[src/verilog/spp_regs.vh]
// Purpose: Shared constants of the serial position port.
// Assumes: Included by bare name from the design files.
// Notes: Holds codes, status values and timing counts only.
`ifndef SPP_REGS_VH
`define SPP_REGS_VH

// Status byte values for register accesses to configuration memory.
`define SPP_STAT_BUSY 8'h02
`define SPP_STAT_DONE 8'h00

// Port A protocol select codes.
`define SPP_MODE_SPI0 3'h0
`define SPP_MODE_SPI1 3'h1
`define SPP_MODE_SSI2 3'h2
`define SPP_MODE_SSI 3'h4
`define SPP_MODE_ERRL 3'h5
`define SPP_MODE_ERRH 3'h6
`define SPP_MODE_EXT 3'h7

// Clock period and SSI timeout, both in ns; the count rounds up.
`define SPP_MCLK_NS 50
`define SPP_TOUT_NS 20000
`define SPP_TOUT_CYC ((`SPP_TOUT_NS + `SPP_MCLK_NS - 1) / `SPP_MCLK_NS)

`endif

[src/verilog/spp_fifo.v]
// Purpose: Position word buffer between the sampler and the SSI shifter.
// Assumes: One clock, synchronous active high reset.
// Notes: Ready and valid flags are registered, updated with the count.
`timescale 1ns/1ps
module spp_fifo #(
    parameter WIDTH = 17,
    parameter DEPTH = 8,
    parameter AW = 3
) (
    input wire mclk, // System clock.
    input wire reset, // Synchronous reset, active high.
    input wire [WIDTH-1:0] in_data, // Word to store.
    input wire in_valid, // Source offers a word.
    output reg in_ready, // Space is free.
    output wire [WIDTH-1:0] out_data, // Oldest word.
    output reg out_valid, // A word is held.
    input wire out_ready // Sink takes the oldest word.
);
    reg [WIDTH-1:0] mem [0:DEPTH-1];
    reg [AW-1:0] wr_ptr;
    reg [AW-1:0] rd_ptr;
    reg [AW:0] count;
    wire do_wr;
    wire do_rd;
    reg [AW:0] next_count;

    assign do_wr = in_valid & in_ready;
    assign do_rd = out_ready & out_valid;
    assign out_data = mem[rd_ptr];

    // Count follows both sides; a write and a read together cancel.
    always @* begin
        next_count = count;
        if (do_wr & ~do_rd) begin
            next_count = count + {{AW{1'b0}}, 1'b1};
        end else if (do_rd & ~do_wr) begin
            next_count = count - {{AW{1'b0}}, 1'b1};
        end
    end

    // Pointers wrap at the depth so any depth works, not only powers of 2.
    always @(posedge mclk) begin
        if (reset) begin
            wr_ptr <= {AW{1'b0}};
            rd_ptr <= {AW{1'b0}};
            count <= {(AW+1){1'b0}};
            in_ready <= 1'b1;
            out_valid <= 1'b0;
        end else begin
            if (do_wr) begin
                mem[wr_ptr] <= in_data;
                wr_ptr <= (wr_ptr == DEPTH - 1) ? {AW{1'b0}} :
                          wr_ptr + {{(AW-1){1'b0}}, 1'b1};
            end
            if (do_rd) begin
                rd_ptr <= (rd_ptr == DEPTH - 1) ? {AW{1'b0}} :
                          rd_ptr + {{(AW-1){1'b0}}, 1'b1};
            end
            count <= next_count;
            in_ready <= (next_count != DEPTH);
            out_valid <= (next_count != {(AW+1){1'b0}});
        end
    end
endmodule

[src/verilog/spp_port.v]
// Purpose: Serial position port, SPI memory status and SSI word shifter.
// Assumes: The master clock pin is slow against mclk (400 ns period).
// Notes: Frame timing is rebuilt from sampled edges of the master clock.
`timescale 1ns/1ps
`include "spp_regs.vh"
module spp_port #(
    parameter POS_W = 16,
    parameter FIFO_DEPTH = 8,
    parameter FIFO_AW = 3,
    parameter TOUT_CYC = `SPP_TOUT_CYC
) (
    input wire mclk, // System clock, 20 MHz.
    input wire reset, // Synchronous reset, active high.
    input wire [2:0] port_a_protocol_select, // Port A protocol code.
    input wire gray_code_select, // Gray coded SSI output.
    input wire trailing_zero, // Append a zero after the data.
    input wire ssi_clock, // Master shift clock pin, idle high.
    output reg serial_data_output, // Serial data pin, idle high.
    input wire [POS_W-1:0] pos_data, // Position sample.
    input wire pos_error, // Error state of that sample.
    input wire pos_valid, // Sample offered.
    output wire pos_ready, // Buffer can take a sample.
    input wire mem_cmd_start, // Single register command to memory.
    input wire mem_xfer_done, // Memory transfer finished, pulse.
    input wire mem_xfer_err, // That transfer failed.
    input wire [1:0] reg_valid_fail, // Valid and fail of other commands.
    output reg [7:0] status_data, // Status/data byte.
    output reg [7:0] spi_status, // SPI status byte.
    output reg [1:0] valid_fail, // Valid and fail bits as reported.
    output reg memory_error_flag, // Status register one memory error.
    input wire large_period_system, // 512 or 1024 master periods.
    input wire absolute_position_reset_command, // Command pulse.
    output reg startup_complete // Start-up sequence finished.
);
    localparam SH_W = POS_W + 2;
    localparam [2:0] ST_IDLE = 3'b001;
    localparam [2:0] ST_SHIFT = 3'b010;
    localparam [2:0] ST_TOUT = 3'b100;

    reg [2:0] state;
    reg clk_s1;
    reg clk_s2;
    reg clk_s3;
    reg clk_stable;
    reg clk_fall;
    reg clk_rise;
    reg [SH_W-1:0] shreg;
    reg [5:0] bits_left;
    reg [15:0] tout_cnt;
    reg first_word;
    reg mem_busy;
    reg [SH_W-1:0] next_load;
    reg [5:0] next_bits;
    reg [POS_W:0] whole;
    reg [POS_W-1:0] gpos;
    reg err_bit;
    wire [POS_W:0] fifo_out;
    wire fifo_valid;
    wire fifo_take;
    wire ssi_mode;
    wire err_mode;
    wire spi_mode;

    assign spi_mode = (port_a_protocol_select == `SPP_MODE_SPI0) ||
                      (port_a_protocol_select == `SPP_MODE_SPI1);
    assign ssi_mode = (port_a_protocol_select == `SPP_MODE_SSI2) ||
                      (port_a_protocol_select == `SPP_MODE_SSI) ||
                      err_mode ||
                      (port_a_protocol_select == `SPP_MODE_EXT);
    assign err_mode = (port_a_protocol_select == `SPP_MODE_ERRL) ||
                      (port_a_protocol_select == `SPP_MODE_ERRH);
    // A word leaves the buffer at the latching edge of a frame.
    assign fifo_take = ssi_mode & (state == ST_IDLE) & clk_fall;

    spp_fifo #(
        .WIDTH(POS_W + 1),
        .DEPTH(FIFO_DEPTH),
        .AW(FIFO_AW)
    ) u_fifo (
        .mclk(mclk),
        .reset(reset),
        .in_data({pos_data, pos_error}),
        .in_valid(pos_valid),
        .in_ready(pos_ready),
        .out_data(fifo_out),
        .out_valid(fifo_valid),
        .out_ready(fifo_take)
    );

    // Three stage sampler; a level counts only once stages two and three
    // agree, so a single glitchy sample never makes an edge.
    always @(posedge mclk) begin
        if (reset) begin
            clk_s1 <= 1'b1;
            clk_s2 <= 1'b1;
            clk_s3 <= 1'b1;
            clk_stable <= 1'b1;
            clk_fall <= 1'b0;
            clk_rise <= 1'b0;
        end else begin
            clk_s1 <= ssi_clock;
            clk_s2 <= clk_s1;
            clk_s3 <= clk_s2;
            clk_fall <= 1'b0;
            clk_rise <= 1'b0;
            if ((clk_s2 == clk_s3) && (clk_s3 != clk_stable)) begin
                clk_stable <= clk_s3;
                clk_fall <= ~clk_s3;
                clk_rise <= clk_s3;
            end
        end
    end

    // Word build: error bit polarity by mode, then Gray coding.
    // An empty buffer yields a zero word with the error state set.
    always @* begin
        err_bit = fifo_valid ? fifo_out[0] : 1'b1;
        if (port_a_protocol_select == `SPP_MODE_ERRL) begin
            err_bit = ~err_bit;
        end
        gpos = fifo_valid ? fifo_out[POS_W:1] : {POS_W{1'b0}};
        whole = {gpos, err_bit};
        if (gray_code_select) begin
            gpos = gpos ^ (gpos >> 1);
        end
        if (err_mode) begin
            // Without the trailing zero the coder runs over the error bit
            // too, so the error bit comes out XORed with the position LSB.
            if (gray_code_select & ~trailing_zero) begin
                whole = whole ^ (whole >> 1);
            end else begin
                whole = {gpos, err_bit};
            end
            next_load = {whole, 1'b0};
            next_bits = POS_W[5:0] + 6'h01 + {5'h00, trailing_zero};
        end else begin
            next_load = {gpos, 2'b00};
            next_bits = POS_W[5:0] + {5'h00, trailing_zero};
        end
        // First frame after reset is one bit late; the init pulse frame
        // of the master absorbs it.
        if (first_word) begin
            next_load = {1'b0, next_load[SH_W-1:1]};
        end
    end

    // SSI frame: falling edge latches, each rising edge puts out a bit,
    // the line holds its last level until the timeout ends.
    always @(posedge mclk) begin
        if (reset) begin
            state <= ST_IDLE;
            shreg <= {SH_W{1'b0}};
            bits_left <= 6'h00;
            tout_cnt <= 16'h0000;
            first_word <= 1'b1;
            serial_data_output <= 1'b1;
        end else begin
            case (state)
                ST_IDLE: begin
                    serial_data_output <= 1'b1;
                    if (fifo_take) begin
                        shreg <= next_load;
                        bits_left <= next_bits;
                        tout_cnt <= TOUT_CYC[15:0];
                        state <= ST_SHIFT;
                    end
                end
                ST_SHIFT: begin
                    if (clk_rise) begin
                        tout_cnt <= TOUT_CYC[15:0];
                        if (bits_left != 6'h00) begin
                            serial_data_output <= shreg[SH_W-1];
                            shreg <= {shreg[SH_W-2:0], 1'b0};
                            bits_left <= bits_left - 6'h01;
                        end
                    end else if (clk_fall) begin
                        tout_cnt <= TOUT_CYC[15:0];
                    end else if (tout_cnt == 16'h0001) begin
                        state <= ST_TOUT;
                    end else begin
                        tout_cnt <= tout_cnt - 16'h0001;
                    end
                end
                ST_TOUT: begin
                    // The misalignment lasts for one frame only.
                    first_word <= 1'b0;
                    serial_data_output <= 1'b1;
                    state <= ST_IDLE;
                end
                default: begin
                    state <= ST_IDLE;
                end
            endcase
        end
    end

    // Memory access status: busy code until the transfer ends; a new
    // start in the same cycle as a finish wins, so busy is never lost.
    always @(posedge mclk) begin
        if (reset) begin
            mem_busy <= 1'b0;
            status_data <= `SPP_STAT_DONE;
            spi_status <= `SPP_STAT_DONE;
            memory_error_flag <= 1'b0;
            valid_fail <= 2'b00;
        end else begin
            if (spi_mode & mem_cmd_start) begin
                mem_busy <= 1'b1;
                status_data <= `SPP_STAT_BUSY;
                spi_status <= `SPP_STAT_BUSY;
            end else if (mem_busy & mem_xfer_done) begin
                mem_busy <= 1'b0;
                status_data <= `SPP_STAT_DONE;
                spi_status <= `SPP_STAT_DONE;
            end
            if (mem_busy & mem_xfer_done) begin
                memory_error_flag <= mem_xfer_err;
            end
            // Valid and fail carry nothing for memory accesses, so they
            // read as zero then rather than stale values.
            if (mem_busy | (spi_mode & mem_cmd_start)) begin
                valid_fail <= 2'b00;
            end else begin
                valid_fail <= reg_valid_fail;
            end
        end
    end

    // Long period systems finish start-up only on the reset command.
    always @(posedge mclk) begin
        if (reset) begin
            startup_complete <= 1'b0;
        end else if (~large_period_system) begin
            startup_complete <= 1'b1;
        end else if (absolute_position_reset_command) begin
            startup_complete <= 1'b1;
        end
    end
endmodule

[config.mk]
export PLATFORM = sky130hd
export DESIGN_NAME = spp_port
export DESIGN_NICKNAME = d
export VERILOG_FILES = /design/src/verilog/spp_fifo.v /design/src/verilog/spp_port.v
export VERILOG_INCLUDE_DIRS = /design/src /design/src/verilog
export SDC_FILE = /design/constraint.sdc
export NUM_CORES = 1
export LEC_CHECK = 0
export BUFFER_PORTS_ARGS = -buffer_cell sky130_fd_sc_hd__clkbuf_2
export CAP_MARGIN = 20
export CORE_MARGIN = 8
export CORE_UTILIZATION = 30
export CTS_BUF_LIST = sky130_fd_sc_hd__clkbuf_8
export DETAILED_ROUTE_END_ITERATION = 10
export GPL_TIMING_DRIVEN = 0
export PLACE_DENSITY = 0.44
export RECOVER_POWER = 25
export SLEW_MARGIN = 5
export SYNTH_ARGS = -nofsm -noshare
export SYNTH_HDL_FRONTEND = slang
export SYNTH_SLANG_ARGS = --single-unit
[constraint.sdc]
create_clock -name mclk -period 3.73 [get_ports mclk]
set_input_delay 0.1865 -clock mclk [delete_from_list [all_inputs] [get_ports mclk]]
set_output_delay 0.1865 -clock mclk [all_outputs]
set_load 0.05 [all_outputs]
# Yosys cells after proc, flatten, opt, wreduce, memory -nomap -nowiden

Memories as Yosys holds them, arrays and structs flattened. A register that Yosys moved wholly into a read port is not among the register bits.
Cells that the tools add are included.

Memories kept: 1
Logic and storage cells: 135
Output and inout bits: 22
Bits in writable memories: 136
Register bits after elaboration: 69

Memories:

| memory     | words | bits a word | rd ports | clocked after Yosys merged registers in | write ports | line          | source |
|---|---|---|---|---|---|---|---|
| u_fifo.mem | 8     | 17          | 1        | 1                                       | 1           | spp_fifo.v:19 | `reg [WIDTH-1:0] mem [0:DEPTH-1];` |

Bitwise gates (word level): 18
Muxes and demuxes: 44
Add/sub/neg operators: 8
Reduce and logical (&&, ||, !) cells: 19
Equality and inequality tests: 23

Operators by type and width:

| operator                                                                | count |
|---|---|
| 16-bit two-way mux                                                      | 6 |
| 18-bit two-way mux                                                      | 5 |
| 18-bit case mux with 2 select lines                                     | 1 |
| 16-bit case mux with 2 select lines                                     | 1 |
| 3-bit two-way mux                                                       | 8 |
| 6-bit two-way mux                                                       | 4 |
| 3-bit equality test (second input constant)                             | 7 |
| 17-bit two-way mux                                                      | 1 |
| 17-bit by 16-bit bitwise XOR with 17-bit output                         | 1 |
| 16-bit by 1-bit equality test with 1-bit output (second input constant) | 1 |
| 16-bit by 1-bit subtractor with 16-bit output (second input constant)   | 1 |
| 16-bit by 15-bit bitwise XOR with 16-bit output                         | 1 |
| 5-bit by 1-bit adder with 6-bit output (first input constant)           | 2 |
| 6-bit case mux with 2 select lines                                      | 1 |
| 1-bit two-way mux                                                       | 11 |
| 2-bit inequality test (second input constant)                           | 5 |
| 1-bit AND                                                               | 9 |
| 4-bit two-way mux                                                       | 2 |
| 4-bit inequality test (second input constant)                           | 2 |
| 4-bit AND reduction                                                     | 2 |
| 3-bit by 1-bit adder with 3-bit output (second input constant)          | 2 |
| 3-bit by 1-bit equality test with 1-bit output (second input constant)  | 2 |
| 3-bit by 2-bit equality test with 1-bit output (second input constant)  | 2 |
| 1-bit NOT                                                               | 6 |
| 18 further kinds                                                        | 29 |

# Longest topological paths before layout

Gate-level depths: netlist (run 1).

Depth in word-level cells: 11
Mapped depth: 10
Depth with buffers taken out: 8

# Cells and area by module

A second synthesis (run 1) with hierarchy kept.

Cell total of the unflattened synthesis: 700
Area, all modules: 9213.8 sq um

Modules (own cells, without submodules):

| module   | area each (sq um) | sequential area each (sq um) | cells each | times used |
|---|---|---|---|---|
| spp_fifo | 5845.6            | 4384.2                       | 287        | 1 |
| spp_port | 3368.2            | 1121.1                       | 413        | 1 |

# Worst setup path after synthesis (run 1)

No wires, ideal clock.

Kind: register -> register
Start: reg u_fifo.in_ready
End: mem u_fifo.mem[0][0], enable pin
Path buffers: 0
Period minus slack after synthesis: 2877 ps
Data required time: 3317 ps
Stages on the path, launching flop included: 4
Setup slack: 853 ps
Data arrival time: 2465 ps
Cell sequence: dfxtp_1 > nand2_1 > or3_1 > nor3_1

Word-level cells in the longest chain between the ends: 4

RTL lines:

| item                                    | line          | source |
|---|---|---|
| start: declaration                      | spp_fifo.v:14 | `output reg in_ready,` |
| start signal: assignment                | spp_fifo.v:60 | `in_ready <= (next_count != DEPTH);` |
| 1-bit AND                               | spp_fifo.v:27 | `assign do_wr = in_valid & in_ready;` |
| 1-bit two-way mux                       | spp_fifo.v:50 | `if (do_wr) begin` |
| 1-bit two-way mux                       | spp_fifo.v:43 | `if (reset) begin` |
| 1-bit two-way mux (not written as such) | spp_fifo.v:51 | `mem[wr_ptr] <= in_data;` |
| end: declaration                        | spp_fifo.v:19 |  |

No other way between the ends.

==> results of run 1 <==
-- state kept, by name, indices dropped and copies added (netlist names), 2 cells and up, named ones only --
name	flops
u_fifo.mem	136
u_fifo.rd_ptr	3
tout_cnt	16
bits_left	6
u_fifo.wr_ptr	3
shreg	18
state	3
u_fifo.count	4
valid_fail	2
-- power breakdown --
group | switching, mW | total [mW] | internal [mW] | leakage [nW]
logic | 0.210 | 0.329 | 0.119 | 1.62
registers | 0.0171 | 2.49 | 2.47 | 1.80
clock network | 0.955 | 1.99 | 1.04 | 0.408
-- routing by layer --
layer / global-route usage, % / up-vias / routed length, µm
met5: 0 / - / 0
met4: 3.85 / 0 / 422
met3: 2.69 / 36 / 1170
met2: 21.7 / 133 / 11300
met1: 17.5 / 2996 / 11200
li1: - / 2987 / -
-- layout make-up --
| cell class | instances | area [µm²] |
|---|---|---|
| fill | 2990 | 19400 |
| sequential | 207 | 5510 |
| multi-input combinational | 466 | 3470 |
| timing repair buffer | 73 | 588 |
| clock buffer | 42 | 578 |
| tap | 396 | 495 |
| buffer | 53 | 315 |
| clock inverter | 24 | 113 |
| inverter | 13 | 48.8 |
-- repair_timing --
| item | CTS | global route |
|---|---|---|
| setup endpoints to repair | 0 | 0 |
| hold endpoints to repair | 142 | 0 |
| gates resized for setup | 0 | 0 |
| hold buffers | 26 | 0 |
-- cell usage in the layout, fill, tap and decap left out, types with 6 or more instances in the layout --
master / synthesis / routed
edfxtp_1: 136 / 136
dfxtp_1: 71 / 71
nand2_1: 57 / 57
nor2_1: 57 / 51
clkbuf_8: 0 / 42
clkbuf_1: 20 / 33
a21oi_1: 31 / 31
inv_1: 11 / 26
nand3_1: 26 / 26
dlygate4sd3_1: 0 / 26
clkbuf_2: 0 / 25
buf_4: 22 / 23
mux2i_1: 23 / 23
xnor2_1: 21 / 21
mux4_2: 20 / 20
nor3_1: 20 / 18
o21ai_0: 15 / 15
conb_1: 1 / 14
a211oi_1: 12 / 12
xor2_1: 11 / 11
ha_1: 10 / 10
or3_1: 9 / 9
nor4_1: 9 / 9
and2_1: 8 / 8
clkinv_1: 2 / 8
a31oi_1: 8 / 8
nand2b_1: 7 / 7
mux2_2: 7 / 7
a22oi_1: 7 / 7
mux4_1: 7 / 7
buf_2: 6 / 6
-- through the flow --
| step | utilization, % | TNS (ps) | power, mW |
|---|---|---|---|
| 5_1_grt | 36.4 | 0 | 5.02 |
| 6_report | 36.4 | 0 | 4.81 |
| 4_1_cts | 36.5 | 0 | 4.89 |
| 2_1_floorplan | - | 0 | 2.74 |
| 3_5_place_dp | 33.4 | 0 | 2.85 |
| 3_3_place_gp | 32.8 | -22150 | 2.85 |
-- kinds of logic after synthesis --
kind of cell    after synthesis
buf+inv                      66
xor+xnor                     32
simple gates                230
compound gates              122
fa+ha+maj                    11
flops                       207
other cells                   1
mux                          57
-- worst max-delay path, cell delays in order, from the launching register on --
cell      delay [ps]
dfxtp_1          500
buf_6            240
buf_8            170
clkinv_1         320
mux2i_1          560
nor2b_1          130
and3_1           210
o41ai_1          550
a31oi_1          140
-- how the worst max path moves through the flow --
stage | end | slack [ps] | cells past startpoint
after floorplan | u_fifo.mem[0][0]$_DFFE_PP_ | 850 | 3
after global placement | u_fifo.mem[1][2]$_DFFE_PP_ | -900 | 5
after detailed placement | u_fifo.mem[1][3]$_DFFE_PP_ | 730 | 7
after CTS | shreg[10]$_SDFFE_PP0P_ | 750 | 8
after global routing | shreg[10]$_SDFFE_PP0P_ | 560 | 8
final | shreg[10]$_SDFFE_PP0P_ | 710 | 8
==> metrics, run 1 <==
DRT iter0 DRCs=365; Initial Util=30.4%; ANT cells=0; max-cap viol count=0; vias in the first global route=6374; critical path required time=4100 ps; Worst Slack Setup Final=715 ps; area leader, netlist=edfxtp_1; Hold Path End=status_data[1]$_SDFFE_PP0P_; clock skew=33.8 ps; first-pass GRT wire length=37700 µm; Critical Setup Path Class=flop to flop; ranking of synthesized cells by area=edfxtp_1 (44%), dfxtp_1 (15%), mux4_2 (4.9%), mux2i_1 (2.5%), nand2_1 (2.3%); I/O Buffers=38; library cells used by synthesis=81; Critical Path Fanout Max=10; PwrDens=433 nW/µm²; Final period util=80.8%; post-synthesis mux area share=10.2%; R2R Setup Slk=710 ps; Setup-failing EPs final=0; area grow syn2layout=20.0%; status=complete, no violations; Post-Syn Area=9260 µm²; # placed instances=1182; area of the die=36800 µm²; routed via count=6152; combinational family with the most area after synthesis=simple AND/OR/NAND/NOR gates; share of the synthesized area in the top cell type=44.1%; number of I/O pins=55; max frequency=332 MHz; TritonCTS clock tree=yes; Hold Path Depth=4; min Tclk post-route=3020 ps; final net count=894; Global Route Usage Sum=13.2%; CP arrival=3390 ps; EDFF count, synth=136; Worst Tran Pin Value=826 ps; CORE AREA=30500 µm²; vias per cell=4.83; hold path start=port_a_protocol_select[1]; cell area after layout=11100 µm²; Synth Area per Inst=12.8 µm²; CTS Buffer Depth=3; Synth Area in XOR/XNOR=3.03%; synth warn=0; number of routed nets with antenna violations=0; Synth Instances=726; clock slew at reported path FFs=60 ps; drt first pass iters=5; clk_lat worst skew=550 ps; simple-gate share of the synthesized area=12.5%; Final Max Tran Viols=0; FF-to-FF path depth=8; Async S/R FF share, synth=0%; placed cell area=10200 µm²; Final GP Congestion=0.772; total CTS buffers=37; Main synth FF type=edfxtp_1; Setup Buffers After CTS=0; FF+latch count, synth=207; wire length per cell=18.9 µm; Reg-to-Reg End=shreg[10]$_SDFFE_PP0P_; site row count=64; antenna violations before repair=0; DRC viols=0; maximum VDD drop=0.256 mV; Post-Synth Adder-Cell Area=1.46%; CTS H-Tree Depth=2; hold crit path type=input pin to flop; leak pwr=3.83 nW; final hold vios=0; Worst Setup End Kind=flop; most common cell in the netlist=edfxtp_1; layout cells sized above 1=19.1%; largest net degree at the start of global routing=18; clock root buffer=clkbuf_8; register area share after synthesis=59.4%; Num Clock Sinks=207; Die Ht=192 µm; Synth top cells by count=edfxtp_1 (136), dfxtp_1 (71), nand2_1 (57), nor2_1 (57), a21oi_1 (31); GRT overflow=0; Die X-Extent=192 µm; critical path launch point type=flop; RSZ-0062 raised after global routing=no; dpl ws=727 ps; WHS=44.9 ps; WL final=24100 µm; non-filler cells, final=1274; DP HPWL=16600 µm; Slew HR=44.7%; Synth Area in Compound Gates=9.48%
Power figures use the tool's default switching activity.
==> run 2: changes to the inputs <==
--- a/config.mk
+++ b/config.mk
@@ -6,6 +6,7 @@
 export SDC_FILE = /design/constraint.sdc
 export NUM_CORES = 1
 export LEC_CHECK = 0
+export ABC_AREA = 1
 export BUFFER_PORTS_ARGS = -buffer_cell sky130_fd_sc_hd__clkbuf_2
 export CAP_MARGIN = 20
 export CORE_MARGIN = 8
@@ -13,7 +14,7 @@
 export CTS_BUF_LIST = sky130_fd_sc_hd__clkbuf_8
 export DETAILED_ROUTE_END_ITERATION = 10
 export GPL_TIMING_DRIVEN = 0
-export PLACE_DENSITY = 0.44
+export PLACE_DENSITY = 0.46
 export RECOVER_POWER = 25
 export SLEW_MARGIN = 5
 export SYNTH_ARGS = -nofsm -noshare
==> constraint.sdc (replaced) <==
create_clock -name mclk -period 2.7 [get_ports mclk]
set_input_delay 0.135 -clock mclk [delete_from_list [all_inputs] [get_ports mclk]]
set_output_delay 0.135 -clock mclk [all_outputs]
set_load 0.05 [all_outputs]
==> run 2 against run 1 <==
Effect of this change: register-to-register slack worse by 190 ps; worst setup slack worse by 190 ps; global-route usage up 0.34 points; synthesized cell count up 55%; clock-buffer cell count up 1; utilization down 0.41 points; first-iteration DRC count up 25%; maximum frequency up 38%; flip-flop and latch count unchanged; routed wire length up 8.5%; combinational power rose to 4.4 times the previous value; critical path type unchanged; critical endpoint is now shreg[12]$_SDFFE_PP0P_; largest power group unchanged.
==> metrics, run 2 <==
Post-Syn Area=9720 µm² (was 9260 µm²); final net count=1297 (was 894); Critical Setup Path Class=flop to flop (unchanged); sequential fraction of design power=46.2% (was 51.7%); ANT cells=0 (unchanged); DRC viols=0 (unchanged); status=complete, no violations (unchanged); layout cells sized above 1=13.4% (was 19.1%); Fillers=3347 (was 2990); critical path required time=3120 ps (was 4100 ps); clock slew at reported path FFs=60 ps (about the same); max-cap viol count=0 (unchanged); most common cell after layout, fill and taps aside=nand2_1 (was edfxtp_1); Final GP Congestion=0.764 (was 0.772); critical path launch point type=flop (unchanged); library cells used by synthesis=42 (was 81); Biggest register=u_fifo.mem (unchanged); Global Route Usage Sum=13.6% (was 13.2%); Synth top cells by count=nand2_1 (296), inv_1 (154), nand3_1 (141), edfxtp_1 (136), nor2_1 (90) (was edfxtp_1 (136), dfxtp_1 (71), nand2_1 (57), nor2_1 (57), a21oi_1 (31)); GRT overflow=0 (unchanged); hold crit path type=input pin to flop (unchanged); synth warn=0 (unchanged); Die X-Extent=196 µm (was 192 µm); I/O Buffers=40 (was 38); FF-to-FF path depth=9 (was 8); Setup-failing EPs final=0 (unchanged); Sequential cell area=5510 µm² (unchanged); max frequency=459 MHz (was 332 MHz); setup TNS=0 ps (unchanged); area grow syn2layout=19.4% (was 20.0%); Synth Area per Inst=8.64 µm² (was 12.8 µm²); leak pwr=5.10 nW (was 3.83 nW); TritonCTS clock tree=yes (unchanged); register area share after synthesis=56.6% (was 59.4%); Async S/R FF share, synth=0% (unchanged); Psw=2.40 mW (was 1.18 mW); R2R Setup Slk=520 ps (was 710 ps); first-pass GRT wire length=40700 µm (was 37700 µm); crit path capture=shreg[12]$_SDFFE_PP0P_ (was shreg[10]$_SDFFE_PP0P_); Die Ht=196 µm (was 192 µm); share of the synthesized area in the top cell type=42.0% (was 44.1%); Slew HR=47.4% (was 44.7%); EDFF count, synth=136 (unchanged); CTS Buffer Depth=3 (unchanged); Top Registers=u_fifo.mem (136), shreg (18), tout_cnt (16) (unchanged); Sw Share=29.9% (was 24.6%); Critical Path Fanout Max=10 (unchanged); min Tclk post-route=2180 ps (was 3020 ps); CTS H-Tree Depth=2 (unchanged); DRT iter0 DRCs=455 (was 365); Main synth FF type=edfxtp_1 (unchanged); most frequent cells in the layout=nand2_1 (296), inv_1 (162), nand3_1 (141), edfxtp_1 (136), nor2_1 (82) (was edfxtp_1 (136), dfxtp_1 (71), nand2_1 (57), nor2_1 (51), clkbuf_8 (42)); antenna violations before repair=0 (unchanged); Clock Power Share=35.9% (was 41.4%); site row count=66 (was 64); Multi-input gate area=3290 µm² (was 3470 µm²); Reg-to-Reg End=shreg[12]$_SDFFE_PP0P_ (was shreg[10]$_SDFFE_PP0P_); area leader, netlist=edfxtp_1 (unchanged); final core occ=36.0% (was 36.4%); Largest register FFs=136 (unchanged); clock skew=34.5 ps (was 33.8 ps); final hold vios=0 (unchanged); most common cell in the netlist=nand2_1 (was edfxtp_1); ranking of synthesized cells by area=edfxtp_1 (42%), dfxtp_1 (15%), nand2_1 (11%), nand3_1 (7.3%), inv_1 (5.9%) (was edfxtp_1 (44%), dfxtp_1 (15%), mux4_2 (4.9%), mux2i_1 (2.5%), nand2_1 (2.3%)); CP arrival=2600 ps (was 3390 ps); PwrDens=693 nW/µm² (was 433 nW/µm²); Num Clock Sinks=207 (unchanged); Worst Tran Pin Value=789 ps (was 826 ps); routed via count=7521 (was 6152); total CTS buffers=38 (was 37); Initial Util=30.2% (was 30.4%); Hold Path Depth=4 (unchanged); area of the die=38400 µm² (was 36800 µm²); R2R Path Start=u_fifo.out_valid$_SDFF_PP0_; combinational cell fraction of total power=17.9% (was 6.8%); number of I/O pins=55 (unchanged); maximum VDD drop=0.333 mV (was 0.256 mV); WL final=26100 µm (was 24100 µm); clk_lat worst skew=550 ps (about the same); Worst Setup End Kind=flop (unchanged); wire length per cell=15.5 µm (was 18.9 µm); number of routed nets with antenna violations=0 (unchanged); RSZ-0062 raised after global routing=no (unchanged); Synth Instances=1125 (was 726); crit path launch=u_fifo.out_valid$_SDFF_PP0_; CORE AREA=32200 µm² (was 30500 µm²); FF+latch count, synth=207 (unchanged); Power Internal=5.64 mW (was 3.63 mW); Final period util=80.7% (was 80.8%); DP HPWL=18200 µm (was 16600 µm); vias in the first global route=7169 (was 6374); clock root buffer=clkbuf_8 (unchanged); drt first pass iters=5 (unchanged); largest net degree at the start of global routing=11 (was 18); vias per cell=4.46 (was 4.83); Final Max Tran Viols=0 (unchanged)
run 2: cell types whose count changed after synthesis, sizes merged, moves of 18 or more:
| cell | delta |
|---|---|
| buf | +18 |
| mux2i | -23 |
| nand3 | +119 |
| nand2 | +243 |
| inv | +149 |
| mux4 | -27 |
| xnor2 | -21 |
| o21ai | +28 |
| nor2 | +34 |
run 2: layer usage:
| layer | GRT usage, % | vias up | part of all wire, % |
|---|---|---|---|
| li1 | - | 3889 | - |
| met1 | 18.3 | 3446 | 49 |
| met2 | 21.8 | 148 | 45 |
| met3 | 2.91 | 38 | 4.4 |
| met4 | 3.76 | 0 | 1.7 |
| met5 | 0 | - | 0 |
run 2: how the worst min path moves through the flow:
stage	from	to	slack, ps
2_1_floorplan	large_period_system	startup_complete$_SDFFE_PP0P_	230
3_3_place_gp	large_period_system	startup_complete$_SDFFE_PP0P_	320
3_5_place_dp	large_period_system	startup_complete$_SDFFE_PP0P_	320
4_1_cts	mem_cmd_start	valid_fail[1]$_SDFF_PP0_	10
5_1_grt	pos_valid	u_fifo.wr_ptr[1]$_SDFFE_PP0P_	70
6_report	mem_cmd_start	valid_fail[1]$_SDFF_PP0_	30
run 2: cell type report:
class	count	area share [%]
inverter	161	5.21
tap	408	4.40
buffer	63	3.38
clock inverter	23	1.10
sequential	207	47.4
timing repair buffer	76	5.05
clock buffer	43	5.10
multi-input combinational	707	28.3
run 2: power groups by stage:
stage	Sequential, mW	Clock, mW	Combinational [mW]
after global placement	3.78	0	1.39
final	3.71	2.88	1.44
after CTS	3.71	2.99	1.46
after floorplan	3.76	0	1.06
after detailed placement	3.78	0	1.42
after global routing	3.74	3.11	1.67
run 2: repair_timing:
item | in CTS | in global routing
hold buffers | 28 | 0
setup buffers | 0 | 0
gates resized for setup | 0 | 0
endpoints found under the hold margin | 144 | 0
run 2: worst max-delay path: stages, from the launching register on:
cell	delay [ps]
dfxtp_1	310
clkbuf_1	290
buf_1	640
nand3_2	290
nor2_1	160
nand2_1	80
nand3_1	100
nand3_1	90
nand2_1	60
inv_1	30
run 2: cell families after synthesis:
| group | after synthesis | share of synthesized area, % |
|---|---|---|
| buffers and inverters | 224 | 10.2 |
| and+or+nand+nor | 573 | 25.5 |
| DFF | 207 | 56.6 |
| AOI/OAI and AO/OA | 105 | 5.88 |
| other | 1 | 0.0386 |
| adders and majority gates | 10 | 1.29 |
| xor gates and xnor gates | 5 | 0.451 |
run 2: per-stage QoR:
step                      worst slack [ps]  cells  instance area, µm²  hold WS (ps)  power, mW
after floorplan                        426   1138                9770           231       4.82
after global placement                -324   1586               10500           316       5.17
after detailed placement               568   1594               10600           324       5.20
after CTS                              532   1688               11600          13.7       8.17
after global routing                   356   1688               11600          69.6       8.53
final                                  520   1688               11600          30.7       8.04
